## config.mk

```make
export PLATFORM = sky130hd
export DESIGN_NAME = cab_core
export DESIGN_NICKNAME = d
export VERILOG_FILES = /design/src/core/cab_pkg.sv /design/src/core/cab_lf_tick.sv /design/src/core/cab_core.sv
export SDC_FILE = /design/constraint.sdc
export NUM_CORES = 2
export LEC_CHECK = 0
export BUFFER_PORTS_ARGS = -buffer_cell sky130_fd_sc_hd__buf_2
export CORE_MARGIN = 2
export CORE_UTILIZATION = 40
export DETAILED_ROUTE_END_ITERATION = 8
export GPL_ROUTABILITY_DRIVEN = 0
export GPL_TIMING_DRIVEN = 0
export PLACE_DENSITY = 0.58
export SETUP_SLACK_MARGIN = 0.15
export SLEW_MARGIN = 40
export SYNTH_ARGS = -nofsm -noshare
export SYNTH_HDL_FRONTEND = slang
export SYNTH_SLANG_ARGS = --single-unit
```

## constraint.sdc

```tcl
create_clock -name ref_clk -period 8 [get_ports ref_clk]
set_input_delay 1.2 -clock ref_clk [delete_from_list [all_inputs] [get_ports ref_clk]]
set_output_delay 1.2 -clock ref_clk [all_outputs]
set_load 0.02 [all_outputs]
```

## src/core/cab_pkg.sv

```systemverilog
// constants and types for the cell alert and balance control block
package cab_pkg;
   localparam int NCELL = 12;
   localparam int CW = 14;
   localparam int NAUX = 2;
   localparam logic [13:0] MISMATCH_THRESHOLD_DISABLE = 14'h3fff;
   localparam logic [15:0] MISMATCH_THRESHOLD_RESET = 16'hfffc;
   // clock rates
   localparam longint REF_HZ = 40000000;
   localparam longint LF_HZ_X1000 = 32768000;
   // 32.768 kHz tick from the 40 MHz reference (rounded down)
   localparam int LF_DIV = int'((REF_HZ * 1000) / LF_HZ_X1000);
   localparam logic [10:0] LF_DIV_M1 = 11'(LF_DIV - 1);
   // slow tick counts in 32.768 kHz periods
   localparam int LF_PER_S = 32768;
   localparam int HALF_S_TICKS = LF_PER_S / 2;
   localparam real OFF_MS = 62.5;
   localparam int OFF_TICKS = int'(OFF_MS * 32768.0 / 1000.0);
   localparam int CYCLE_S = 60;
   localparam int STEP_MS = 7500;
   localparam int CYCLE_TICKS = CYCLE_S * LF_PER_S;
   localparam int STEP_TICKS = STEP_MS * LF_PER_S / 1000;
   localparam int HOURS_PER_CODE = 2;
   localparam int HOUR_S = 3600;
   // emergency duration granularity: one count per 120 minute cycles (2 h)
   localparam int CYCLES_PER_CODE = HOURS_PER_CODE * HOUR_S / CYCLE_S;
   // balance prescaler: seconds per countdown step by code
   localparam logic [2:0] PDIV_OFF = 3'h0;
   localparam logic [3:0] ZERO4 = 4'h0;
   localparam logic [7:0] ZERO8 = 8'h00;

   typedef enum logic [1:0] {
      cab_ed_idle = 2'b00,
      cab_ed_on = 2'b01,
      cab_ed_off = 2'b11
   } cab_ed_state_t;

   function automatic logic [8:0] cab_pdiv_secs(input logic [2:0] code);
      case (code)
         3'h1: cab_pdiv_secs = 9'h001;
         3'h2: cab_pdiv_secs = 9'h004;
         3'h3: cab_pdiv_secs = 9'h010;
         3'h4: cab_pdiv_secs = 9'h040;
         3'h5: cab_pdiv_secs = 9'h080;
         3'h6: cab_pdiv_secs = 9'h100;
         default: cab_pdiv_secs = 9'h000;
      endcase
   endfunction
endpackage

```

## src/core/cab_lf_tick.sv

```systemverilog
// divider giving one-cycle 32.768 kHz and 1 s enable pulses
`timescale 1ns/10ps
module cab_lf_tick
   import cab_pkg::*;
(
   // clock and reset
   input wire logic ref_clk,
   input wire logic rst,
   // enable pulses
   output logic lf_tick,
   output logic sec_tick,
   output logic half_sec_tick
);
   typedef struct packed {
      logic [10:0] div;
      logic [14:0] lf;
      logic lf_tick;
      logic sec_tick;
      logic half_sec_tick;
   } cab_tick_st_t;

   cab_tick_st_t st;
   cab_tick_st_t next_st;

   always_comb begin
      next_st = st;
      next_st.lf_tick = 1'b0;
      next_st.sec_tick = 1'b0;
      next_st.half_sec_tick = 1'b0;
      if (st.div == LF_DIV_M1) begin
         next_st.div = 11'h000;
         next_st.lf_tick = 1'b1;
         next_st.lf = st.lf + 15'h0001;
         if (st.lf[13:0] == 14'(HALF_S_TICKS - 1)) begin
            next_st.half_sec_tick = 1'b1;
         end
         if (st.lf == 15'(LF_PER_S - 1)) begin
            next_st.sec_tick = 1'b1;
         end
      end else begin
         next_st.div = st.div + 11'h001;
      end
   end

   always_ff @(posedge ref_clk or posedge rst) begin
      if (rst) begin
         st <= '0;
      end else begin
         st <= next_st;
      end
   end

   assign lf_tick = st.lf_tick;
   assign sec_tick = st.sec_tick;
   assign half_sec_tick = st.half_sec_tick;
endmodule

```

## src/core/cab_core.sv

```systemverilog
// measurement alert evaluation, statistics, balance watchdog, discharge
// Functional notes
// evaluate alerts at end of cycle, after last oversample only
// refresh alerts even without data move, enabled measurements only
// enabled cell above ov set threshold sets its ov flag
// enabled cell below uv set threshold sets its uv flag
// flags clear only on strict crossing of clear threshold
// summary ov/uv status is OR of per-cell flags
// per-cell combined alert is ov OR uv of that cell
// mismatch alert when max minus min exceeds 14-bit threshold
// record min/max cell index, highest index wins ties
// 16-bit sum of enabled cells; no cells enabled means no update
// aux cold/hot alerts on single thresholds, no hysteresis
// watchdog expiry forces switches off, enable register untouched
// 3-bit prescaler sets countdown step: off,1,4,16,64,128,256 s
// at zero switches stay off until disabled or nonzero written
// timer-output option drives pin three high while counting
// emergency mode needs enable bit and nonzero duration
// entry clears countdown, uses discharge select, drives pin three
// 4-bit activity counter counts at 2 Hz while active, wraps
// alternate odd/even minute cycles with 62.5 ms off at end
// duty code gives on-time in 7.5 s steps per minute
// clearing enable resets timer, returns switch and pin control
// ends on zero duration or timeout of 2 h per count plus 2 h
// compare thresholds on 14-bit left-justified result codes
// slow timers run off 32.768 kHz tick, control on main clock
`timescale 1ns/10ps
module cab_core
   import cab_pkg::*;
(
   // clock and reset
   input wire logic ref_clk,
   input wire logic rst,
   // measurement results from the arithmetic unit
   input wire logic meas_done,
   input wire logic last_oversample,
   input wire logic [NCELL*16-1:0] cell_result,
   input wire logic [NAUX*16-1:0] aux_result,
   // configuration
   input wire logic [NCELL-1:0] measurement_enable_cfg,
   input wire logic [NAUX-1:0] aux_measure_enable,
   input wire logic [NCELL-1:0] overvoltage_alert_enable,
   input wire logic [NCELL-1:0] undervoltage_alert_enable,
   input wire logic [NAUX-1:0] aux_alert_enable,
   input wire logic [15:0] ov_set_threshold,
   input wire logic [15:0] uv_set_threshold,
   input wire logic [15:0] ov_clear_threshold,
   input wire logic [15:0] uv_clear_threshold,
   input wire logic [15:0] mismatch_threshold,
   input wire logic [15:0] aux_overtemp_threshold,
   input wire logic [15:0] aux_undertemp_threshold,
   // balancing control
   input wire logic [NCELL-1:0] balance_switch_enable,
   input wire logic [2:0] balance_timer_prescale,
   input wire logic [3:0] countdown_wdata,
   input wire logic countdown_write,
   input wire logic pin3_timer_output_option,
   input wire logic pin3_gpio_level,
   // emergency discharge control
   input wire logic emergency_discharge_enable,
   input wire logic [7:0] discharge_duration,
   input wire logic [NCELL-1:0] discharge_switch_select,
   input wire logic [2:0] discharge_duty_window,
   // alert status
   output logic [NCELL-1:0] per_cell_ov_flags,
   output logic [NCELL-1:0] per_cell_uv_flags,
   output logic [NCELL-1:0] per_cell_combined_alert,
   output logic summary_ov_status,
   output logic summary_uv_status,
   output logic mismatch_alert,
   output logic [NAUX-1:0] cold_alert,
   output logic [NAUX-1:0] hot_alert,
   // statistics
   output logic [3:0] extreme_cell_index_min,
   output logic [3:0] extreme_cell_index_max,
   output logic [15:0] cell_total,
   // balancing outputs
   output logic [3:0] balance_countdown,
   output logic [NCELL-1:0] balance_switch_drive,
   output logic general_pin_three,
   output logic emergency_active,
   output logic [3:0] discharge_activity_counter
);
   typedef struct packed {
      logic [NCELL-1:0] ov;
      logic [NCELL-1:0] uv;
      logic msm;
      logic [NAUX-1:0] cold;
      logic [NAUX-1:0] hot;
      logic [3:0] imin;
      logic [3:0] imax;
      logic [15:0] total;
      logic [3:0] cbt;
      logic [8:0] cbsec;
      cab_ed_state_t ed;
      logic odd_phase;
      logic [21:0] cyc;
      logic [7:0] hour_cyc;
      logic [8:0] cyc_left;
      logic [3:0] act;
      logic [NCELL-1:0] sw;
      logic pin3;
      logic expired;
   } cab_st_t;

   cab_st_t st;
   cab_st_t next_st;
   logic lf_tick;
   logic sec_tick;
   logic half_sec_tick;

   cab_lf_tick u_tick (
      .ref_clk(ref_clk),
      .rst(rst),
      .lf_tick(lf_tick),
      .sec_tick(sec_tick),
      .half_sec_tick(half_sec_tick)
   );

   function automatic logic [13:0] cab_code(input logic [15:0] v);
      cab_code = v[15:2];
   endfunction

   function automatic logic [13:0] cell_code(input logic [NCELL*16-1:0] b,
                                             input int i);
      cell_code = cab_code(b[i*16 +: 16]);
   endfunction

   // statistics over enabled cells
   logic [13:0] vmin;
   logic [13:0] vmax;
   logic [3:0] amin;
   logic [3:0] amax;
   logic [15:0] vsum;
   logic any_cell;
   logic [13:0] c;

   always_comb begin
      vmin = 14'h3fff;
      vmax = 14'h0000;
      amin = 4'h0;
      amax = 4'h0;
      vsum = 16'h0000;
      any_cell = 1'b0;
      c = 14'h0000;
      for (int i = 0; i < NCELL; i++) begin
         c = cell_code(cell_result, i);
         if (measurement_enable_cfg[i]) begin
            // >= / <= so higher index wins ties
            if (!any_cell || c <= vmin) begin
               vmin = c;
               amin = 4'(i + 1);
            end
            if (!any_cell || c >= vmax) begin
               vmax = c;
               amax = 4'(i + 1);
            end
            vsum = vsum + {2'b00, c};
            any_cell = 1'b1;
         end
      end
   end

   logic [13:0] ovs;
   logic [13:0] ovc;
   logic [13:0] uvs;
   logic [13:0] uvc;
   logic [13:0] msm_thr;
   logic [14:0] spread;
   logic [7:0] ed_limit;
   logic [21:0] on_ticks;
   logic ed_req;
   logic cycle_end;
   // own code variable, the statistics process drives c
   logic [13:0] ce;

   always_comb begin
      ovs = cab_code(ov_set_threshold);
      ovc = cab_code(ov_clear_threshold);
      uvs = cab_code(uv_set_threshold);
      uvc = cab_code(uv_clear_threshold);
      msm_thr = cab_code(mismatch_threshold);
      spread = {1'b0, vmax} - {1'b0, vmin};
      ed_limit = 8'(CYCLES_PER_CODE - 1);
      on_ticks = 22'(STEP_TICKS) * 22'({19'h0, discharge_duty_window} + 22'h1);
      if (discharge_duty_window == 3'h7) begin
         on_ticks = 22'(CYCLE_TICKS - OFF_TICKS);
      end
      ed_req = emergency_discharge_enable && discharge_duration != ZERO8;
      cycle_end = lf_tick && st.cyc == 22'(CYCLE_TICKS - 1);
   end

   always_comb begin
      ce = 14'h0000;
      next_st = st;
      // alert evaluation, final oversample only
      if (meas_done && last_oversample) begin
         for (int i = 0; i < NCELL; i++) begin
            if (measurement_enable_cfg[i]) begin
               ce = cell_code(cell_result, i);
               if (overvoltage_alert_enable[i]) begin
                  if (ce > ovs) begin
                     next_st.ov[i] = 1'b1;
                  end else if (ce < ovc) begin
                     next_st.ov[i] = 1'b0;
                  end
               end
               if (undervoltage_alert_enable[i]) begin
                  if (ce < uvs) begin
                     next_st.uv[i] = 1'b1;
                  end else if (ce > uvc) begin
                     next_st.uv[i] = 1'b0;
                  end
               end
            end
         end
         if (any_cell) begin
            next_st.msm = spread > {1'b0, msm_thr};
            next_st.imin = amin;
            next_st.imax = amax;
            next_st.total = vsum;
         end
         for (int a = 0; a < NAUX; a++) begin
            if (aux_measure_enable[a] && aux_alert_enable[a]) begin
               next_st.cold[a] = cab_code(aux_result[a*16 +: 16]) >
                                 cab_code(aux_undertemp_threshold);
               next_st.hot[a] = cab_code(aux_result[a*16 +: 16]) <
                                cab_code(aux_overtemp_threshold);
            end
         end
      end
      // balance watchdog countdown, 32 kHz derived second
      if (countdown_write) begin
         next_st.cbt = countdown_wdata;
         next_st.cbsec = 9'h000;
      end else if (balance_timer_prescale != PDIV_OFF && sec_tick &&
                   st.cbt != ZERO4) begin
         if (st.cbsec + 9'h001 >= cab_pdiv_secs(balance_timer_prescale)) begin
            next_st.cbsec = 9'h000;
            next_st.cbt = st.cbt - 4'h1;
         end else begin
            next_st.cbsec = st.cbsec + 9'h001;
         end
      end
      // emergency discharge sequencer
      case (st.ed)
         cab_ed_idle: begin
            // a timed-out run waits for enable or duration to drop
            if (!ed_req) begin
               next_st.expired = 1'b0;
            end else if (!st.expired) begin
               next_st.ed = cab_ed_on;
               next_st.cbt = ZERO4;
               next_st.cbsec = 9'h000;
               next_st.odd_phase = 1'b1;
               next_st.cyc = 22'h0;
               next_st.hour_cyc = 8'h00;
               next_st.cyc_left = {1'b0, discharge_duration} + 9'h001;
               next_st.act = ZERO4;
            end
         end
         cab_ed_on, cab_ed_off: begin
            if (lf_tick) begin
               next_st.cyc = st.cyc + 22'h1;
               if (st.cyc + 22'h1 >= on_ticks) begin
                  next_st.ed = cab_ed_off;
               end
            end
            if (half_sec_tick) begin
               next_st.act = st.act + 4'h1;
            end
            if (cycle_end) begin
               next_st.cyc = 22'h0;
               next_st.ed = cab_ed_on;
               next_st.odd_phase = !st.odd_phase;
               if (st.hour_cyc == ed_limit) begin
                  next_st.hour_cyc = 8'h00;
                  next_st.cyc_left = st.cyc_left - 9'h001;
               end else begin
                  next_st.hour_cyc = st.hour_cyc + 8'h01;
               end
            end
            // release on enable clear, zero duration or timeout
            if (!ed_req || (cycle_end && st.hour_cyc == ed_limit &&
                            st.cyc_left == 9'h001)) begin
               next_st.ed = cab_ed_idle;
               next_st.cyc = 22'h0;
               next_st.hour_cyc = 8'h00;
               next_st.cyc_left = 9'h000;
               // timeout with the request still up blocks re-entry
               next_st.expired = ed_req;
            end
         end
         default: next_st.ed = cab_ed_idle;
      endcase
      // switch and pin drive
      if (st.ed == cab_ed_on) begin
         for (int i = 0; i < NCELL; i++) begin
            // cell i+1 odd when i even
            next_st.sw[i] = discharge_switch_select[i] &&
                            (st.odd_phase == !i[0]);
         end
         next_st.pin3 = 1'b1;
      end else if (st.ed == cab_ed_off) begin
         next_st.sw = '0;
         next_st.pin3 = 1'b1;
      end else begin
         // expired timer holds switches off, prescaler off passes enables
         if (balance_timer_prescale == PDIV_OFF || st.cbt != ZERO4) begin
            next_st.sw = balance_switch_enable;
         end else begin
            next_st.sw = '0;
         end
         if (pin3_timer_output_option) begin
            next_st.pin3 = balance_timer_prescale != PDIV_OFF &&
                           st.cbt != ZERO4;
         end else begin
            next_st.pin3 = pin3_gpio_level;
         end
      end
   end

   always_ff @(posedge ref_clk or posedge rst) begin
      if (rst) begin
         st <= '0;
      end else begin
         st <= next_st;
      end
   end

   assign per_cell_ov_flags = st.ov;
   assign per_cell_uv_flags = st.uv;
   assign per_cell_combined_alert = st.ov | st.uv;
   assign summary_ov_status = |st.ov;
   assign summary_uv_status = |st.uv;
   assign mismatch_alert = st.msm;
   assign cold_alert = st.cold;
   assign hot_alert = st.hot;
   assign extreme_cell_index_min = st.imin;
   assign extreme_cell_index_max = st.imax;
   assign cell_total = st.total;
   assign balance_countdown = st.cbt;
   assign balance_switch_drive = st.sw;
   assign general_pin_three = st.pin3;
   assign emergency_active = st.ed != cab_ed_idle;
   assign discharge_activity_counter = st.act;
endmodule

```

==> flow_summary.toml <==
[cts]
insertion_delay_ps = 490
clkTransAtPathRegs_ps = 80
cts.sinks = 155
max-clock-path-buffers = 2
tritoncts = "built"
clock-root-buffer = "clkbuf_16"
htreeDepth = 4
numCtsBuffers = 17

[sta]
tightest_slew_ps = 866
drv_slew = 0
rsz0062_at_grt = "yes"
period_share = 3.44
fin_crit_ps = 27480
timing.fmax_ghz = 0.0364
slew_headroom = 0.418
hold_viol_final = 0
setup_viol = 24
fin_worst_skew_ps = 13.1
timing.final.ws_setup_ps = -19480

[setup_path]
arrival_ps = 27840
crit_fanout = 8
max_stage_delay_ps = 500
cp.required_ps = 8360
startpoint_type = "input pin"
crit_path_end_kind = "flop"
crit_type = "in2reg"
crit_top_cell = "buf_4"
critPathSlowestCell = "or4_4"
ff2ff_path_depth = 23

[floorplan]
fp.dieH_um = 338
io_pins = 515
die_w_um = 338
initial_core_util = 0.404
rows = 122
dieArea_um2 = 115000
core_area_um2 = 111000

[power]
p_int_mw = 9.35
swShare = 0.526
power_leakage_nw = 27.7
clock_power_share = 0.045
power.switching_mw = 10.4
pwr-share-comb = 0.900
power_density_nw_per_um2 = 348
totalPowerFinal_mw = 19.7
p_seq_frac = 0.055
peakVddDrop_v = 0.000348

[logic_synthesis]
yosys_warnings = 0
synth_area_per_cell_um2 = 7.75
synth_top_area_frac = 0.331
synth_seq_area_share = 0.0867
yosys_most_used_dff = "dfrtp_1"
async_flop_share = 1.00
synthTopCellsByArea = "ha_1 (33%), dfrtp_1 (8.7%), a21oi_1 (5.7%)"
syn-num-nets = 7402
synth_edf_count = 0
ys_ff_latch = 155
syn-cell-area_um2 = 44700
syn_inst = 5776
synthDistinctLibCells = 107
synth_top_cell_by_area = "ha_1"

[drt]
wl_per_cell_um = 25.1
dr.first_iter.drc_count = 4614
drtPass1Iterations = 7
vias = 48900
vias_per_cell = 6.05
detail-route-antenna-nets = 0
remaining_drc_errors = 0
wirelength_um = 203000

[cells_and_area]
nets = 8199
regArea_um2 = 3880
area_growth_pct = 26.6
num-fill-cells = 10700
mostFrequentLayoutCell = "ha_1"
layout_common_cells = "ha_1 (1089), buf_2 (463), inv_1 (388)"
final_cell_count_no_fill = 8084
multi_input_area_um2 = 41900
design_area_um2 = 56700
drive_gt1_frac = 0.264

[hold_path]
hold_path_class = "reg2reg"
holdPathStages = 1

[grt]
track_usage = 0.340
grt_overflow = 0
grt_pass1_wl_um = 295000
grt_max_degree = 63
grt_pass1_vias = 46400
antenna_found_initial = 12

[placed_design]
dp.cells = 7734
hpwl_um = 154000
place_area_um2 = 50300
io_buffers = 466

[flow_run]
drv_cap = 0

[outcome]
status = "finished, violations left"
failed_checks = "setup timing"
==> critical path, delay by kind of cell <==
family / cells / cell delay, ps
compound gates: 53 / 8900
simple gates: 39 / 6380
buf+inv: 44 / 5490
fa+ha+maj: 12 / 2930
mux: 10 / 2800
xor+xnor: 1 / 80
==> power groups by stage <==
stage	combinational [mW]	clock, mW	sequential (mW)
6_report	17.8	0.891	1.09
5_1_grt	19.2	0.931	1.09
4_1_cts	16.5	0.901	1.07
3_5_place_dp	14.0	0	1.09
3_3_place_gp	13.7	0	1.09
2_1_floorplan	10.2	0	0.985
==> metrics by stage <==
stage	TNS [ps]	setup WS [ps]	util	hold slack [ps]
after global placement	-245060	-22320	0.453	447
final	-196500	-19480	0.511	467
after CTS	-190010	-19160	0.499	465
after global routing	-212910	-20400	0.511	483
after detailed placement	-247670	-22480	0.454	449
after floorplan	-170600	-18230	-	434
==> registers in the layout, indices dropped and copies added (netlist names), 2 cells and up <==
register                    cells
balance_switch_drive           12
hot_alert                       2
extreme_cell_index_min          4
per_cell_uv_flags              12
st                             52
balance_countdown               4
u_tick.st                      26
cold_alert                      2
cell_total                     16
discharge_activity_counter      4
extreme_cell_index_max          4
per_cell_ov_flags              12
==> repair_timing <==
action	in CTS	in global routing
cloned	10	0
pin swaps	178	67
hold buffers	0	0
buffers inserted	240	58
endpoints found under the setup margin	25	25
gates resized for setup	517	195
==> metal layers <==
metal | share of wire | vias up | track usage
met5 | 0.00016 | - | 0
met4 | 0.052 | 4 | 0.156
met3 | 0.087 | 523 | 0.0510
met2 | 0.44 | 2503 | 0.536
met1 | 0.43 | 23200 | 0.455
li1 | - | 22700 | -
==> worst paths after layout <==
check | to | slack, ps | start
max | mismatch_alert | -19480 | measurement_enable_cfg[0]
min | u_tick.st[17] | 470 | u_tick.st[17]
max reg2reg | st[59] | 3570 | st[36]
min reg2reg | u_tick.st[17] | 470 | u_tick.st[17]
max in group asynchronous | cell_total[6] | 6270 | rst
min in group asynchronous | balance_switch_drive[10] | 700 | rst
==> kinds of logic (layout without fill, tap and decap cells) <==
family,Yosys count,in the layout,synth area share
XOR/XNOR,221,221,0.0433
AO/OA/AOI/OAI,1733,1733,0.245
AND/OR/NAND/NOR,1575,1575,0.174
other,0,10,0
multiplexers,191,191,0.0463
flip-flops,155,155,0.0867
adder cells (fa/ha/maj),1207,1207,0.340
buffers and inverters,694,1504,0.0651
==> synthesized netlist by cell type (15+ instances only) <==
| library cell | number |
|---|---|
| mux2i_1 | 76 |
| nand3_1 | 121 |
| inv_1 | 486 |
| xnor2_1 | 160 |
| and2_1 | 33 |
| a22oi_1 | 15 |
| buf_4 | 76 |
| nand2b_1 | 122 |
| xor2_1 | 61 |
| nor2_1 | 416 |
| nor3_1 | 52 |
| nor4_1 | 31 |
| o21a_1 | 77 |
| o31ai_1 | 25 |
| nor2b_1 | 154 |
| a2111oi_0 | 20 |
| o211ai_1 | 38 |
| o21ai_0 | 459 |
| mux2_2 | 108 |
| nand4_1 | 127 |
| and4_1 | 20 |
| a21o_1 | 218 |
| a31oi_1 | 18 |
| a22o_1 | 40 |
| ha_1 | 1184 |
| or2_2 | 26 |
| a21boi_0 | 23 |
| nand2_1 | 386 |
| and3_1 | 28 |
| a21oi_1 | 513 |
| clkbuf_1 | 109 |
| o21bai_1 | 75 |
| fa_1 | 16 |
| dfrtp_1 | 155 |
| a211oi_1 | 43 |
==> cell type report <==
cell class,instances,share of cell area
Antenna cell,10,0.000442
Buffer,206,0.0293
Clock buffer,17,0.00751
Clock inverter,15,0.00340
Inverter,488,0.0329
Multi-Input combinational cell,4927,0.739
Sequential cell,155,0.0685
Tap cell,1488,0.0329
Timing Repair Buffer,778,0.0864
Note: power is estimated with default switching activity, not from simulation.
